File: config.mk
export PLATFORM = sky130hd
export DESIGN_NAME = csl_top
export DESIGN_NICKNAME = d
export VERILOG_FILES = /design/src/design/csl_pkg.sv /design/src/design/csl_decode.sv /design/src/design/csl_top.sv
export SDC_FILE = /design/constraint.sdc
export NUM_CORES = 1
export LEC_CHECK = 0
export BUFFER_PORTS_ARGS = -buffer_cell sky130_fd_sc_hd__buf_4
export CELL_PAD_IN_SITES_DETAIL_PLACEMENT = 1
export CELL_PAD_IN_SITES_GLOBAL_PLACEMENT = 2
export CORE_MARGIN = 2
export CORE_UTILIZATION = 29
export DETAILED_ROUTE_END_ITERATION = 10
export PLACE_DENSITY = 0.76
export SYNTH_ARGS = -nofsm -noshare
export SYNTH_HDL_FRONTEND = slang
export SYNTH_HIERARCHICAL = 1
export SYNTH_SLANG_ARGS = --single-unit
File: constraint.sdc
create_clock -name clk -period 1.6 [get_ports clk]
set_input_delay 0.16 -clock clk [delete_from_list [all_inputs] [get_ports clk]]
set_output_delay 0.16 -clock clk [all_outputs]
set_load 0.05 [all_outputs]
File: src/design/csl_pkg.sv
package csl_pkg;
   // Register byte addresses
   localparam logic [7:0] CSL_OFS_LOOP_STATUS = 8'h68; // Loop status word
   localparam logic [7:0] CSL_OFS_CS_LOW = 8'h6c; // Captured status bits 31..0
   localparam logic [7:0] CSL_OFS_DECODE = 8'h70; // Decoded classes
   // Field positions in the captured status block
   localparam int CSL_CH_HI = 23;
   localparam int CSL_CH_LO = 20;
   localparam int CSL_SRC_HI = 19;
   localparam int CSL_SRC_LO = 16;
   localparam int CSL_CAT_HI = 15;
   localparam int CSL_CAT_LO = 8;
   localparam int CSL_MODE_HI = 7;
   localparam int CSL_MODE_LO = 6;
   localparam int CSL_SMP_HI = 5;
   localparam int CSL_SMP_LO = 3;
   localparam int CSL_NONPCM_BIT = 1;
   // Loop status word bit positions
   localparam int CSL_LOCK_BIT = 8;
   localparam int CSL_TOUT_BIT = 4;
   // Reset values
   localparam logic [31:0] CSL_RST_CS = 32'h0000_0000;
   localparam logic [1:0] CSL_RST_RESP = 2'h0;
   // AXI responses
   localparam logic [1:0] CSL_RESP_OKAY = 2'h0;
   localparam logic [1:0] CSL_RESP_SLVERR = 2'h2;
   // Product group classes
   typedef enum logic [3:0] {
      CSL_CAT_GENERAL = 4'h0,
      CSL_CAT_LASER = 4'h1,
      CSL_CAT_DIGITAL = 4'h2,
      CSL_CAT_MAGNETIC = 4'h3,
      CSL_CAT_BCAST_VIDEO = 4'h4,
      CSL_CAT_BCAST_AUDIO = 4'h5,
      CSL_CAT_MUSICAL = 4'h6,
      CSL_CAT_ADC_NOCP = 4'h7,
      CSL_CAT_ADC_CP = 4'h8,
      CSL_CAT_SOLID = 4'h9,
      CSL_CAT_EXPERIMENT = 4'ha,
      CSL_CAT_RESERVED = 4'hf
   } csl_cat_t;
   // Audio sampling classes
   typedef enum logic [1:0] {
      CSL_SMP_NO_EMPH = 2'h0,
      CSL_SMP_EMPH_50_15 = 2'h1,
      CSL_SMP_NONPCM_DEF = 2'h2,
      CSL_SMP_RESERVED = 2'h3
   } csl_smp_t;
   // Loop condition classes
   typedef enum logic [1:0] {
      CSL_LOOP_OUT = 2'h0,
      CSL_LOOP_LOCKED = 2'h1,
      CSL_LOOP_TIMEOUT = 2'h2
   } csl_loop_t;
endpackage

File: src/design/csl_decode.sv
`timescale 1ns/1ns
module csl_decode
   import csl_pkg::*;
(
   input wire logic [31:0] cs_bits,
   input wire logic loop_locked_flag,
   input wire logic oscillator_timeout_flag,
   output csl_cat_t cat_class,
   output csl_smp_t smp_class,
   output logic mode0,
   output csl_loop_t loop_class
);
   logic [7:0] cat; // Category code
   logic [2:0] smp; // Sampling code
   assign cat = cs_bits[CSL_CAT_HI:CSL_CAT_LO];
   assign smp = cs_bits[CSL_SMP_HI:CSL_SMP_LO];

   // Product group from the top three category bits
   always_comb begin
      cat_class = CSL_CAT_RESERVED;
      unique case (cat[7:5])
         3'h4: cat_class = CSL_CAT_LASER;
         3'h2: cat_class = CSL_CAT_DIGITAL;
         3'h6: cat_class = CSL_CAT_MAGNETIC;
         3'h1: cat_class = CSL_CAT_BCAST_VIDEO;
         3'h5: cat_class = CSL_CAT_MUSICAL;
         3'h7: cat_class = CSL_CAT_RESERVED;
         3'h3: begin
            // Subdivided group
            if (cat[4]) cat_class = CSL_CAT_BCAST_AUDIO;
            else if (!cat[3]) cat_class = CSL_CAT_ADC_NOCP;
            else cat_class = CSL_CAT_ADC_CP;
         end
         3'h0: begin
            // L bit ignored except for the all-zero general code
            if (cat == 8'h00) cat_class = CSL_CAT_GENERAL;
            else if (cat[4]) cat_class = CSL_CAT_SOLID;
            else if (cat[4:1] == 4'h1) cat_class = CSL_CAT_EXPERIMENT;
            else cat_class = CSL_CAT_RESERVED;
         end
      endcase
   end

   // Sampling depends on the sample-word type bit
   always_comb begin
      smp_class = CSL_SMP_RESERVED;
      if (!cs_bits[CSL_NONPCM_BIT]) begin
         if (smp == 3'h0) smp_class = CSL_SMP_NO_EMPH;
         else if (smp == 3'h1) smp_class = CSL_SMP_EMPH_50_15;
      end else if (smp == 3'h0) begin
         smp_class = CSL_SMP_NONPCM_DEF;
      end
   end

   // Mode 0 is the only defined mode
   assign mode0 = (cs_bits[CSL_MODE_HI:CSL_MODE_LO] == 2'h0);

   // Time-out dominates the lock flag
   always_comb begin
      if (oscillator_timeout_flag) loop_class = CSL_LOOP_TIMEOUT;
      else if (loop_locked_flag) loop_class = CSL_LOOP_LOCKED;
      else loop_class = CSL_LOOP_OUT;
   end
endmodule

File: src/design/csl_top.sv
// Operation
// - Bits 23..20 read as channel number
// - Bits 19..16 read as source number
// - Source number is plain binary, zero don't-care
// - Bits 15..8 read as category code
// - Top three category bits pick product group
// - Group 011 subdivided by next bits
// - Group 000 general, memory, experimental, reserved
// - Bits 7..6 mode, only 00 defined
// - Linear PCM sampling codes decode pre-emphasis
// - Non-PCM sampling: 000 default, else reserved
// - Loop status word at 68H, bits 8,4
// - Time-out dominates lock in joint decode
`timescale 1ns/1ns
module csl_top
   import csl_pkg::*;
(
   input wire logic clk,
   input wire logic rst,
   input wire logic rx_channel_status_bit,
   input wire logic rx_bit_valid,
   input wire logic rx_block_start,
   input wire logic loop_locked_flag,
   input wire logic oscillator_timeout_flag,
   input wire logic [7:0] s_axi_awaddr,
   input wire logic s_axi_awvalid,
   output logic s_axi_awready,
   input wire logic [31:0] s_axi_wdata,
   input wire logic [3:0] s_axi_wstrb,
   input wire logic s_axi_wvalid,
   output logic s_axi_wready,
   output logic [1:0] s_axi_bresp,
   output logic s_axi_bvalid,
   input wire logic s_axi_bready,
   input wire logic [7:0] s_axi_araddr,
   input wire logic s_axi_arvalid,
   output logic s_axi_arready,
   output logic [31:0] s_axi_rdata,
   output logic [1:0] s_axi_rresp,
   output logic s_axi_rvalid,
   input wire logic s_axi_rready
);
   // Pin synchronisers, two stages each
   logic [4:0] sync1_ff;
   logic [4:0] sync2_ff;
   logic [4:0] nxt_sync1;
   logic [4:0] nxt_sync2;
   logic s_bit, s_valid, s_start, s_lock, s_tout; // Synchronised levels
   logic valid_d_ff; // Previous valid, for edge detect
   logic nxt_valid_d;

   always_comb begin
      nxt_sync1 = {rx_channel_status_bit, rx_bit_valid, rx_block_start,
                   loop_locked_flag, oscillator_timeout_flag};
      nxt_sync2 = sync1_ff;
      nxt_valid_d = s_valid;
   end

   always_ff @(posedge clk) begin
      if (rst) begin
         sync1_ff <= 5'h00;
         sync2_ff <= 5'h00;
         valid_d_ff <= 1'b0;
      end else begin
         sync1_ff <= nxt_sync1;
         sync2_ff <= nxt_sync2;
         valid_d_ff <= nxt_valid_d;
      end
   end

   assign {s_bit, s_valid, s_start, s_lock, s_tout} = sync2_ff;

   // Capture of the first 32 status bits of each block
   logic [31:0] shift_ff; // Bits being assembled, LSB first
   logic [5:0] cnt_ff; // Bits taken this block
   logic [31:0] cs_ff; // Last complete capture
   logic [31:0] nxt_shift;
   logic [5:0] nxt_cnt;
   logic [31:0] nxt_cs;
   logic take; // One pulse per received bit

   assign take = s_valid & ~valid_d_ff;

   // Bits arrive bit 0 first; the word is published only when complete so
   // software never sees a half-updated block
   always_comb begin
      nxt_shift = shift_ff;
      nxt_cnt = cnt_ff;
      nxt_cs = cs_ff;
      if (take) begin
         if (s_start) begin
            // Block start restarts assembly at bit 0
            nxt_shift = {s_bit, 31'h0000_0000};
            nxt_cnt = 6'h01;
         end else if (cnt_ff < 6'h20) begin
            nxt_shift = {s_bit, shift_ff[31:1]};
            nxt_cnt = cnt_ff + 6'h01;
         end
      end
      if (cnt_ff == 6'h20) begin
         nxt_cs = shift_ff;
         nxt_cnt = 6'h21; // Hold until next block start
      end
   end

   always_ff @(posedge clk) begin
      if (rst) begin
         shift_ff <= CSL_RST_CS;
         cnt_ff <= 6'h21;
         cs_ff <= CSL_RST_CS;
      end else begin
         shift_ff <= nxt_shift;
         cnt_ff <= nxt_cnt;
         cs_ff <= nxt_cs;
      end
   end

   // Field decode
   csl_cat_t cat_class;
   csl_smp_t smp_class;
   csl_loop_t loop_class;
   logic mode0;

   csl_decode u_decode (
      .cs_bits(cs_ff),
      .loop_locked_flag(s_lock),
      .oscillator_timeout_flag(s_tout),
      .cat_class(cat_class),
      .smp_class(smp_class),
      .mode0(mode0),
      .loop_class(loop_class)
   );

   // Read data per address
   function automatic logic [31:0] rd_word(input logic [7:0] addr);
      logic [31:0] w;
      w = 32'h0000_0000;
      unique case (addr)
         CSL_OFS_LOOP_STATUS: begin
            // Only the two flags; everything else zero
            w[CSL_LOCK_BIT] = s_lock;
            w[CSL_TOUT_BIT] = s_tout;
         end
         CSL_OFS_CS_LOW: w = cs_ff;
         CSL_OFS_DECODE: begin
            w[3:0] = cat_class;
            w[5:4] = smp_class;
            w[6] = mode0;
            w[9:8] = loop_class;
            w[15:12] = cs_ff[CSL_SRC_HI:CSL_SRC_LO];
            w[19:16] = cs_ff[CSL_CH_HI:CSL_CH_LO];
         end
         default: w = 32'h0000_0000;
      endcase
      return w;
   endfunction

   function automatic logic known(input logic [7:0] addr);
      return (addr == CSL_OFS_LOOP_STATUS) || (addr == CSL_OFS_CS_LOW) ||
             (addr == CSL_OFS_DECODE);
   endfunction

   // AXI4-Lite slave; all registers read-only, writes answered SLVERR
   logic aw_got_ff, w_got_ff, bvalid_ff, rvalid_ff;
   logic [1:0] bresp_ff, rresp_ff;
   logic [31:0] rdata_ff;
   logic nxt_aw_got, nxt_w_got, nxt_bvalid, nxt_rvalid;
   logic [1:0] nxt_bresp, nxt_rresp;
   logic [31:0] nxt_rdata;

   assign s_axi_awready = ~aw_got_ff & ~bvalid_ff;
   assign s_axi_wready = ~w_got_ff & ~bvalid_ff;
   assign s_axi_arready = ~rvalid_ff;

   // Read has no side effect: it only samples state
   always_comb begin
      nxt_aw_got = aw_got_ff | (s_axi_awvalid & s_axi_awready);
      nxt_w_got = w_got_ff | (s_axi_wvalid & s_axi_wready);
      nxt_bvalid = bvalid_ff;
      nxt_bresp = bresp_ff;
      nxt_rvalid = rvalid_ff;
      nxt_rresp = rresp_ff;
      nxt_rdata = rdata_ff;
      if (bvalid_ff && s_axi_bready) begin
         nxt_bvalid = 1'b0;
      end else if (nxt_aw_got && nxt_w_got && !bvalid_ff) begin
         // Write data is discarded
         nxt_bvalid = 1'b1;
         nxt_bresp = CSL_RESP_SLVERR;
         nxt_aw_got = 1'b0;
         nxt_w_got = 1'b0;
      end
      if (rvalid_ff && s_axi_rready) begin
         nxt_rvalid = 1'b0;
      end else if (s_axi_arvalid && s_axi_arready) begin
         nxt_rvalid = 1'b1;
         nxt_rdata = rd_word(s_axi_araddr);
         nxt_rresp = known(s_axi_araddr) ? CSL_RESP_OKAY : CSL_RESP_SLVERR;
      end
   end

   always_ff @(posedge clk) begin
      if (rst) begin
         aw_got_ff <= 1'b0;
         w_got_ff <= 1'b0;
         bvalid_ff <= 1'b0;
         bresp_ff <= CSL_RST_RESP;
         rvalid_ff <= 1'b0;
         rresp_ff <= CSL_RST_RESP;
         rdata_ff <= CSL_RST_CS;
      end else begin
         aw_got_ff <= nxt_aw_got;
         w_got_ff <= nxt_w_got;
         bvalid_ff <= nxt_bvalid;
         bresp_ff <= nxt_bresp;
         rvalid_ff <= nxt_rvalid;
         rresp_ff <= nxt_rresp;
         rdata_ff <= nxt_rdata;
      end
   end

   assign s_axi_bvalid = bvalid_ff;
   assign s_axi_bresp = bresp_ff;
   assign s_axi_rvalid = rvalid_ff;
   assign s_axi_rresp = rresp_ff;
   assign s_axi_rdata = rdata_ff;
endmodule

==> summary.md, run 1 <==
| Metric | Value |
|---|---|
| Status | finished, violations left |
| Failing checks | negative setup slack |
| CTS tree | done |
| Global route overflow | 0 |
| Worst hold slack | 0.0443 ns |
| Synth Instances | 566 |
| Total CTS buffers | 17 |
| Final WS setup | -0.0311 ns |
| Avg Inst Size Synth | 8.71 um2 |
| Hold crit path type | input pin to flop |
| Via count | 4517 |
| Fill count | between 1500 and 2000 |
| Yosys top cell area share | 48.3% |
| DP HPWL | 9240 um |
| CTS Sinks | 119 |
| Commonest cells in the netlist | dfxtp_1, a21oi_1, nand2_1, o21ai_0, nand3_1 |
| Placed cell count | 813 |
| # port buffers | 58 |
| Yosys top cell by area | dfxtp_1 |
| Initial Util | between 20 and 30% |
| Pleak | 2.32 nW |
| WP data required | 1.89 ns |
| Wire per inst | about 17 um |
| CP endpoint kind | flop |
| H-tree Lvls | 4 |
| CTS Buffer Depth | 2 |
| Setup violators final | 18 |
| Seq/Total Area, Yosys | 48.3% |
| Hold Violations, Final | 0 |
| First-pass GRT wire length | 23500 um |
| Vias in the first global route | 4591 |
| Setup TNS | -0.192 ns |
| Clk_lat worst skew | 0.42 ns |
| Post-synth EDFFs | 0 |
| Synth warn | 6 |
| Starting DRT DRC Count | 230 |
| CP Data Arrival Time | 1.93 ns |
| Clock Pin Slew Worst Setup and Hold Paths | approximately 0.05 ns |
| Die Y | 134 um |
| Worst setup SP type | flop |
| Initial antenna violation count | 0 |
| Count leader, synth | dfxtp_1 |
| Post-synthesis async set-or-reset flop share | 0% |
| Final wirelength | 14900 um |
| Final period util | 102% |
| Root Buffer | clkbuf_16 |
| Max Slew Vio Count | 0 |
| Setup Crit Path Kind | flop to flop |
| Area of the die | 18100 um2 |
| Layout cells sized above 1 | 23.8% |
| Area of the multi-input gates | 2350 um2 |
| Peak VDD IR | 0.000704 V |
| Worst-margin pin slew | 0.553 ns |
| Remaining DRCs | 0 |
| Non-Filler Instances | 858 |
| Crit path max fanout | 8 |
| Antenna-violating nets left | 0 |
| RSZ-0062 raised after global routing | yes |
| Area contributors post-synth | dfxtp_1, a21oi_1, nand2_1 |
| Mapped cell area | 4930 um2 |
| Layout overhead on the synthesized area | 29.5% |
| Worst Clk Skew | 0.0186 ns |
| Largest net degree at the start of global routing | 97 |
| Ys flop type | dfxtp_1 |
| Routability cong. | 0.792 |
| Yosys reg bits | 119 |
| Slew margin rel. | 63.1% |
| GRT Overall Usage | 16.4% |
| Die X-Extent | ~130 um |
| Fmax | around 610 MHz |
| I/O pin cnt | 105 |
| Post-layout util | 38.5% |
| Max Cap Viol | 0 |
| Post-DR vias/cell | 5.26 |
| Final #Nets | 694 |
| Power Total | just under 7 mW |
| Cell row count | 47 |
| Post-layout minimum cycle time | 1.63 ns |
| DR pass1 iterations | 4 |
| Register area | 2390 um2 |
| Core Box Area | approximately 17000 um2 |
| Distinct cells, synth | 51 |
| Pwr/cell area | 1060 nW/um2 |
| # diodes | 0 |
-- kinds of logic after synthesis --
kind of cell | count (synthesis) | synth area share (%)
and+or+nand+nor | 181 | 21.4
other | 1 | 0.0761
buffers and inverters | 66 | 6.70
adders and majority gates | 2 | 0.508
AOI/OAI and AO/OA | 195 | 22.6
muxes | 2 | 0.431
DFF | 119 | 48.3
-- cells in the final DEF, fill, tap and decap left out, types with 10 or more instances in the layout --
cell type      count
and3_1            11
o21ai_2           21
nand3_1           37
dlygate4sd3_1     10
a21oi_1           89
nand2_1           56
a221o_1           12
dfxtp_1          116
buf_4             79
nand4_1           15
o21ai_0           36
nor2b_1           15
o21ai_1           10
clkbuf_16         19
-- flip-flops by register name (all words and copies together), names as in the netlist, 5 cells and up --
name         count
sync2_ff         5
s_axi_rdata     32
nxt_sync2        5
shift_ff        32
cs_ff           32
cnt_ff           6
-- worst max-delay path, cell delays in order, from the launching register on --
cell and delay (ns):
dfxtp_2 0.32, inv_2 0.07, ha_4 0.14, or4b_4 0.54, clkbuf_16 0.22, o21ai_4 0.14
a21oi_2 0.07
-- layout make-up --
cell class | count | share of cell area (%)
sequential | 119 | 37.4
multi-input combinational | 383 | 36.8
timing repair buffer | 96 | 12.9
clock buffer | 24 | 7.55
tap | 220 | 4.31
inverter | 11 | 0.647
clock inverter | 5 | 0.392
-- power breakdown --
| group | total, mW | internal, mW | switching, mW | leakage [nW] |
|---|---|---|---|---|
| clock network | 3.35 | 2.05 | 1.29 | 0.255 |
| logic | 0.388 | 0.133 | 0.255 | 1.10 |
| registers | 3.02 | 2.99 | 0.0218 | 0.961 |
| total | 6.75 | 5.18 | 1.57 | 2.32 |
-- metrics by stage --
step                instance area [um2]  setup slack [ns]
global route                       6380           -0.0719
CTS                                6190          -0.00586
floorplan                          4930            0.0722
detailed placement                 5570           -0.0340
finish                             6380           -0.0311
global placement                   5570            0.0260
-- layer usage --
layer | up-vias | global-route usage [%] | wire length, um
met1 | 2251 | 20.2 | 6790
li1 | 2176 | - | -
met4 | 0 | 5.44 | 167
met5 | - | 0 | 0
met2 | 71 | 27.5 | 7480
met3 | 19 | 4.91 | 504
-- what timing repair did --
action                                  CTS  global route
cloned                                    0             4
endpoints found under the hold margin    10             0
pin swaps                                 0            17
gates resized for setup                   7            28
endpoints found under the setup margin   20            66
setup buffers                             0             2
hold buffers                             10             0
-- worst paths after layout --
path                       endpoint                     from  slack [ns]  cells past startpoint
min reg2reg  sync2_ff[4]$_SDFF_PP0_  nxt_sync2[4]$_SDFF_PP0_        0.44                      1
min            aw_got_ff$_SDFF_PP0_             s_axi_wvalid        0.04                      3
max           cs_ff[1]$_SDFFE_PP0P_   cnt_ff[0]$_SDFFE_PP1P_       -0.03                      6
max reg2reg   cs_ff[1]$_SDFFE_PP0P_   cnt_ff[0]$_SDFFE_PP1P_       -0.03                      6
No activity file was read; power rests on OpenSTA's default activity.
==> run 2: changes to the inputs <==
CORE_UTILIZATION = 34   (was 29)
PLACE_DENSITY = 0.84   (was 0.76)
clock period = 2.09 ns   (was 1.6 ns; I/O delays follow)
==> run 2 against run 1 <==
The flow now finishes without violations. Sequential power fell by 24%. Largest cell class unchanged. Register-to-register slack improved by 0.35 ns. Critical path type unchanged. Core utilization is 2.8 points higher. Sequential share of layout area up 2.8 points. Fmax fell by 7.8%. Critical endpoint is now cs_ff[13]$_SDFFE_PP0P_. First-iteration DRC count up 15%. Clock skew down 0.012 ns. Largest power group unchanged. Global-route usage grew 0.66 points. Wire length down 13%. Die area down 14%.
==> summary.md, run 2 (synthesized netlist as in run 1, its figures left out) <==
| Metric | Value |
|---|---|
| Status | complete, no violations |
| Layout overhead on the synthesized area | 20.4% |
| Max Cap Viol | 0 (unchanged) |
| Worst hold slack | 0.0153 ns (-0.0290 ns) |
| Clock Power Share | 49.6% (about the same) |
| H-tree Lvls | 4 (unchanged) |
| Switching power share of the total | 22.4% (-0.84 points) |
| DR pass1 iterations | 5 (+1) |
| Net Switching | 1.15 mW (-27%) |
| Largest net degree at the start of global routing | 61 (-37%) |
| Post-layout minimum cycle time | 1.77 ns (+0.137 ns) |
| Core Box Area | 14400 um2 (-13%) |
| Most common cell after layout, fill and taps aside | dfxtp_1 |
| Via count | 4251 (-5.9%) |
| Starting DRT DRC Count | 265 (+15%) |
| Peak VDD IR | 0.000525 V (-25%) |
| Pwr/cell area | 862 nW/um2 (-19%) |
| Global route overflow | 0 (unchanged) |
| Power Total | 5.11 mW (-24%) |
| Setup TNS | 0 ns (+0.192 ns) |
| CTS Sinks | 119 (unchanged) |
| Setup violators final | 0 (-18) |
| Logic pwr share | 5.2% (-0.6 points) |
| Clock Pin Slew Worst Setup and Hold Paths | 0.05 ns (about the same) |
| First-pass GRT wire length | 21700 um (-7.6%) |
| Commonest non-fill, non-tap cells in the layout | dfxtp_1, a21oi_1, buf_4 |
| Hold Violations, Final | 0 (unchanged) |
| CP peak stage delay | 0.67 ns (+0.13 ns) |
| Vias in the first global route | 4210 (-8.3%) |
| CP Data Arrival Time | 2.04 ns (+0.11 ns) |
| Antenna-violating nets left | 0 (unchanged) |
| Final period util | 84.6% (-17 points) |
| Area of the die | 15500 um2 (-14%) |
| CP Buf/Inv Count | 1 (-1) |
| Critical Path, Cell by Cell | inv_1 > ha_1 > or4b_4 > o21ai_1 > a21oi_1 |
| I/O pin cnt | 105 (unchanged) |
| Cell family with most CP delay | simple AND/OR/NAND/NOR gates |
| Crit path max-delay cell type | or4b_4 |
| # resized after CTS | 0 (-7) |
| Reg2reg start | cnt_ff[0]$_SDFFE_PP1P_ |
| Layout cells sized above 1 | 17.1% (-6.8 points) |
| Cell row count | 44 (-6.4%) |
| Worst setup SP type | flop |
| Hold crit path type | input pin to flop |
| Final #Nets | 669 (-3.6%) |
| Crit path max fanout | 32 (+24) |
| Total CTS buffers | 17 (unchanged) |
| DP HPWL | 8570 um (-7.3%) |
| Final wirelength | 13000 um (-13%) |
| Setup Crit Path Kind | flop to flop |
| CP endpoint kind | flop |
| Reg power frac | 45.1% (+0.4 points) |
| GRT Overall Usage | 17.1% (+0.66 points) |
| Max Slew Vio Count | 0 (unchanged) |
| Slew margin rel. | 57.6% (-5.5 points) |
| Clk_lat worst skew | 0.41 ns (about the same) |
| Pleak | 2.15 nW (-7.3%) |
| CTS tree | done |
| Worst Clk Skew | 0.00638 ns (-0.0123 ns) |
| Die X-Extent | 124 um (-7.4%) |
| Critical Path Source | cnt_ff[0]$_SDFFE_PP1P_ |
| Hold path startpoint | rx_bit_valid |
| # diodes | 0 (unchanged) |
| # port buffers | 58 (unchanged) |
| Root Buffer | clkbuf_16 |
| Die Y | 124 um (-7.4%) |
| Post-CTS setup repair buffer count | 0 (unchanged) |
| Int Power | 3.97 mW (-23%) |
| Remaining DRCs | 0 (unchanged) |
| CTS Buffer Depth | 2 (unchanged) |
| Initial Util | 34.3% (+4.6 points) |
| Initial antenna violation count | 0 (unchanged) |
| Routability cong. | 0.719 (-9.3%) |
| RSZ-0062 raised after global routing | no |
| Wire per inst | 16.3 um (-6.3%) |
| Fmax | 566 MHz (-7.8%) |
| Post-DR vias/cell | 5.32 (+1.1%) |
| WP data required | 2.36 ns (+0.47 ns) |
| Worst-margin pin slew | 0.635 ns (+0.0824 ns) |
## run 2: path summary, 6_finish.rpt
kind | slack [ns] | endpoint | cells past startpoint
max | 0.32 | cs_ff[13]$_SDFFE_PP0P_ | 5
min | 0.02 | nxt_sync2[3]$_SDFF_PP0_ | 2
max reg2reg | 0.32 | cs_ff[13]$_SDFFE_PP0P_ | 5
min reg2reg | 0.45 | s_axi_rdata[30]$_SDFFE_PP0P_ | 2
## run 2: power by group through the flow
stage          logic, mW  clock network [mW]  registers (mW)
3_3_place_gp       0.259                   0            2.35
3_5_place_dp       0.267                   0            2.35
6_report           0.267                2.54            2.31
5_1_grt            0.289                2.71            2.31
2_1_floorplan      0.159                   0            2.37
4_1_cts            0.269                2.59            2.31
## run 2: area by class of cell
type	instances	area [um2]
Clock buffer	27	493
Clock inverter	4	20.0
Fill cell	1690	8440
Inverter	11	41.3
Multi-Input combinational cell	382	2220
Sequential cell	119	2380
Tap cell	184	230
Timing Repair Buffer	72	543
## run 2: timing repair
| item | 4_1_cts | 5_1_grt |
|---|---|---|
| setup endpoints to repair | 0 | 0 |
| hold buffers | 1 | 0 |
| endpoints found under the hold margin | 1 | 0 |
## run 2: routing by layer
| metal | track usage [%] | up-vias | share of wire (%) |
|---|---|---|---|
| li1 | - | 2120 | - |
| met1 | 22.2 | 2054 | 48 |
| met2 | 27.6 | 65 | 47 |
| met3 | 4.64 | 12 | 3.4 |
| met4 | 5.49 | 0 | 1.3 |
| met5 | 0 | - | 0 |
## run 2: stage by stage
step / util (%) / cell area, um2 / instances / worst slack [ns]
after floorplan: - / 4930 / 567 / 0.377
after global placement: 37.7 / 5410 / 767 / 0.424
after detailed placement: 37.7 / 5410 / 767 / 0.380
after CTS: 41.3 / 5930 / 799 / 0.326
after global routing: 41.3 / 5930 / 799 / 0.236
final: 41.3 / 5930 / 799 / 0.322
==> run 3: changes to the inputs <==
ABC_AREA = 1   (was not set)
CORE_UTILIZATION = 27   (was 34)
PLACE_DENSITY = 0.76   (was 0.84)
clock period = 1.6 ns   (was 2.09 ns; I/O delays follow)
==> run 3 against run 2 <==
Count of clock-buffer cells in the layout is 6 lower. Clock skew is 0.0063 ns higher. Fmax is 24% higher. Final cell count is 19% higher. Core utilization is 6.2 points lower. Die area is 22% higher. Synthesized cell count is 15% higher. Register-to-register slack worse by 0.15 ns. First-iteration DRC count is 41% lower. Critical path type unchanged. Critical endpoint is now cs_ff[31]$_SDFFE_PP0P_. Largest cell class unchanged.
==> summary.md, run 3 <==
| Metric | Value |
|---|---|
| I/O pin cnt | 105 (unchanged) |
| Max Slew Vio Count | 0 (unchanged) |
| GRT Overall Usage | 14.3% (-2.8 points) |
| Starting DRT DRC Count | 156 (-41%) |
| Wire per inst | 13.4 um (-18%) |
| Remaining DRCs | 0 (unchanged) |
| Synth warn | 6 (unchanged) |
| Commonest cells in the netlist | dfxtp_1, nand2_1, nor2_1, nand3_1, a21oi_1 |
| Crit path max fanout | 37 (+16%) |
| Post-layout util | 35.1% (-6.2 points) |
| Antenna-violating nets left | 0 (unchanged) |
| # diodes | 0 (unchanged) |
| Area of the die | 18900 um2 (+22%) |
| Clock Pin Slew Worst Setup and Hold Paths | 0.06 ns (about the same) |
| Ys flop type | dfxtp_1 |
| Worst Clk Skew | 0.0127 ns (+0.00631 ns) |
| Distinct cells, synth | 32 (-37%) |
| Mapped cell area | 4810 um2 (-2.3%) |
| # port buffers | 58 (unchanged) |
| Setup TNS | 0 ns (unchanged) |
| Vias in the first global route | 4415 (+4.9%) |
| Pwr/cell area | 1220 nW/um2 (+42%) |
| Core Box Area | 17400 um2 (+21%) |
| Post-DR vias/cell | 4.56 (-14%) |
| Max Cap Viol | 0 (unchanged) |
| Final #Nets | 779 (+16%) |
| Fill count | 2109 (+25%) |
| Peak VDD IR | 0.000777 V (+48%) |
| Layout overhead on the synthesized area | 26.5% |
| CP Data Arrival Time | 1.72 ns (-0.32 ns) |
| Root Buffer | clkbuf_16 |
| Count leader, synth | dfxtp_1 |
| Hold Violations, Final | 0 (unchanged) |
| Post-layout minimum cycle time | 1.43 ns (-0.343 ns) |
| Pleak | 2.44 nW (+14%) |
| Clk_lat worst skew | 0.41 ns (about the same) |
| Reg2reg start | cnt_ff[0]$_SDFFE_PP1P_ |
| Final period util | 89.1% (+4.5 points) |
| Routability cong. | 0.769 (+7.1%) |
| Cell row count | 48 (+9.1%) |
| First-pass GRT wire length | 21200 um (-2.5%) |
| Largest net degree at the start of global routing | 51 (-16%) |
| Area contributors post-synth | dfxtp_1, nand2_1, nor2_1 |
| Seq/Total Area, Yosys | 49.5% (+1.2 points) |
| Hold path startpoint | rst |
| Via count | 4340 (+2.1%) |
| Global route overflow | 0 (unchanged) |
| Worst hold slack | 0.0231 ns (+0.00777 ns) |
| Worst setup SP type | flop |
| Layout cells sized above 1 | 17.6% (+0.56 points) |
| Setup Crit Path Kind | flop to flop |
| # resized after CTS | 0 (unchanged) |
| DP HPWL | 8770 um (+2.4%) |
| Synth Instances | 653 (+15%) |
| Initial Util | 27.7% (-6.6 points) |
| Critical Path Source | cnt_ff[0]$_SDFFE_PP1P_ |
| CP endpoint kind | flop |
| Final wirelength | 12700 um (-2.3%) |
| Die Y | 138 um (+11%) |
| H-tree Lvls | 4 (unchanged) |
| Yosys reg bits | 119 (unchanged) |
| Status | complete, no violations |
| Setup violators final | 0 (unchanged) |
| Post-place setup slack | 0.116 ns (-0.264 ns) |
| Fmax | 702 MHz (+24%) |
| Post-synth EDFFs | 0 (unchanged) |
| DR pass1 iterations | 4 (-1) |
| Avg Inst Size Synth | 7.37 um2 (-15%) |
| Yosys top cell area share | 49.5% (+1.2 points) |
| Post-CTS setup repair buffer count | 0 (unchanged) |
| Post-synthesis async set-or-reset flop share | 0% (unchanged) |
| WP data required | 1.90 ns (-0.46 ns) |
| Total CTS buffers | 17 (unchanged) |
| RSZ-0062 raised after global routing | no |
| Yosys top cell by area | dfxtp_1 |
| CTS Sinks | 119 (unchanged) |
| Commonest non-fill, non-tap cells in the layout | dfxtp_1, nand2_1, nor2_1 |
| Final WS setup | 0.175 ns (-0.147 ns) |
| Initial antenna violation count | 0 (unchanged) |
| CTS Buffer Depth | 2 (unchanged) |
| Most common cell after layout, fill and taps aside | dfxtp_1 |
| CTS tree | done |
| Hold crit path type | input pin to flop |
| Die X-Extent | 138 um (+11%) |
| CTS Hold Buffers Added | 5 (+4) |
-- run 3: cell count changes in the layout (fill, tap and decap cells not counted), moves of 14 or more --
cell	change
nand2_1	+61
nand3_1	+27
a21oi_1	-31
nand4_1	-14
o21ai_0	-17
nor2b_1	-15
nor2_1	+107
inv_1	+32
-- run 3: final timing paths --
path                             end  slack, ns  cells after the start
min reg2reg   sync2_ff[2]$_SDFF_PP0_       0.40                      2
max reg2reg   cs_ff[31]$_SDFFE_PP0P_       0.17                      6
min          nxt_sync2[3]$_SDFF_PP0_       0.02                      2
max           cs_ff[31]$_SDFFE_PP0P_       0.17                      6
-- run 3: power by group --
| part | internal, mW | total (mW) | switching [mW] |
|---|---|---|---|
| sequential | 3.05 | 3.11 | 0.0576 |
| clock | 2.21 | 3.56 | 1.35 |
| combinational | 0.248 | 0.767 | 0.520 |
-- run 3: through the flow --
step                cells  area, um2  power [mW]
detailed placement    914       5480        3.94
global route          951       6090        7.77
global placement      914       5480        3.92
CTS                   951       6090        7.54
finish                951       6090        7.44
floorplan             654       4820        3.69
-- run 3: area by class of cell --
type                    count  area (um2)  area share, %
inverters                  54         203           3.33
multi-input cells         443        2020           33.1
flip-flops and latches    119        2380           39.1
clock inverters            11        98.8           1.62
well taps                 225         282           4.62
repair buffers             78         648           10.6
clock buffers              21         460           7.56
-- run 3: cell families after synthesis --
| kind of cell | share of synthesized area (%) |
|---|---|
| adders and majority gates | 0.520 |
| DFF | 49.5 |
| other | 0.0779 |
| xor gates and xnor gates | 0.182 |
| buffers and inverters | 8.89 |
| AOI/OAI and AO/OA | 13.8 |
| and+or+nand+nor | 27.1 |
-- run 3: per-layer routing --
layer	global-route usage (%)	vias up	part of all wire [%]
met3	4.19	8	3.0
met5	0	-	0
li1	-	2211	-
met4	4.12	0	0.87
met2	24.1	55	48
met1	17.6	2066	49
-- run 3: worst max-delay path, stage by stage (launching register included) --
cell     delay (ns)
dfxtp_1        0.32
inv_1          0.10
ha_1           0.16
nand3_1        0.15
buf_12         0.22
o21ai_1        0.26
nor2_1         0.08
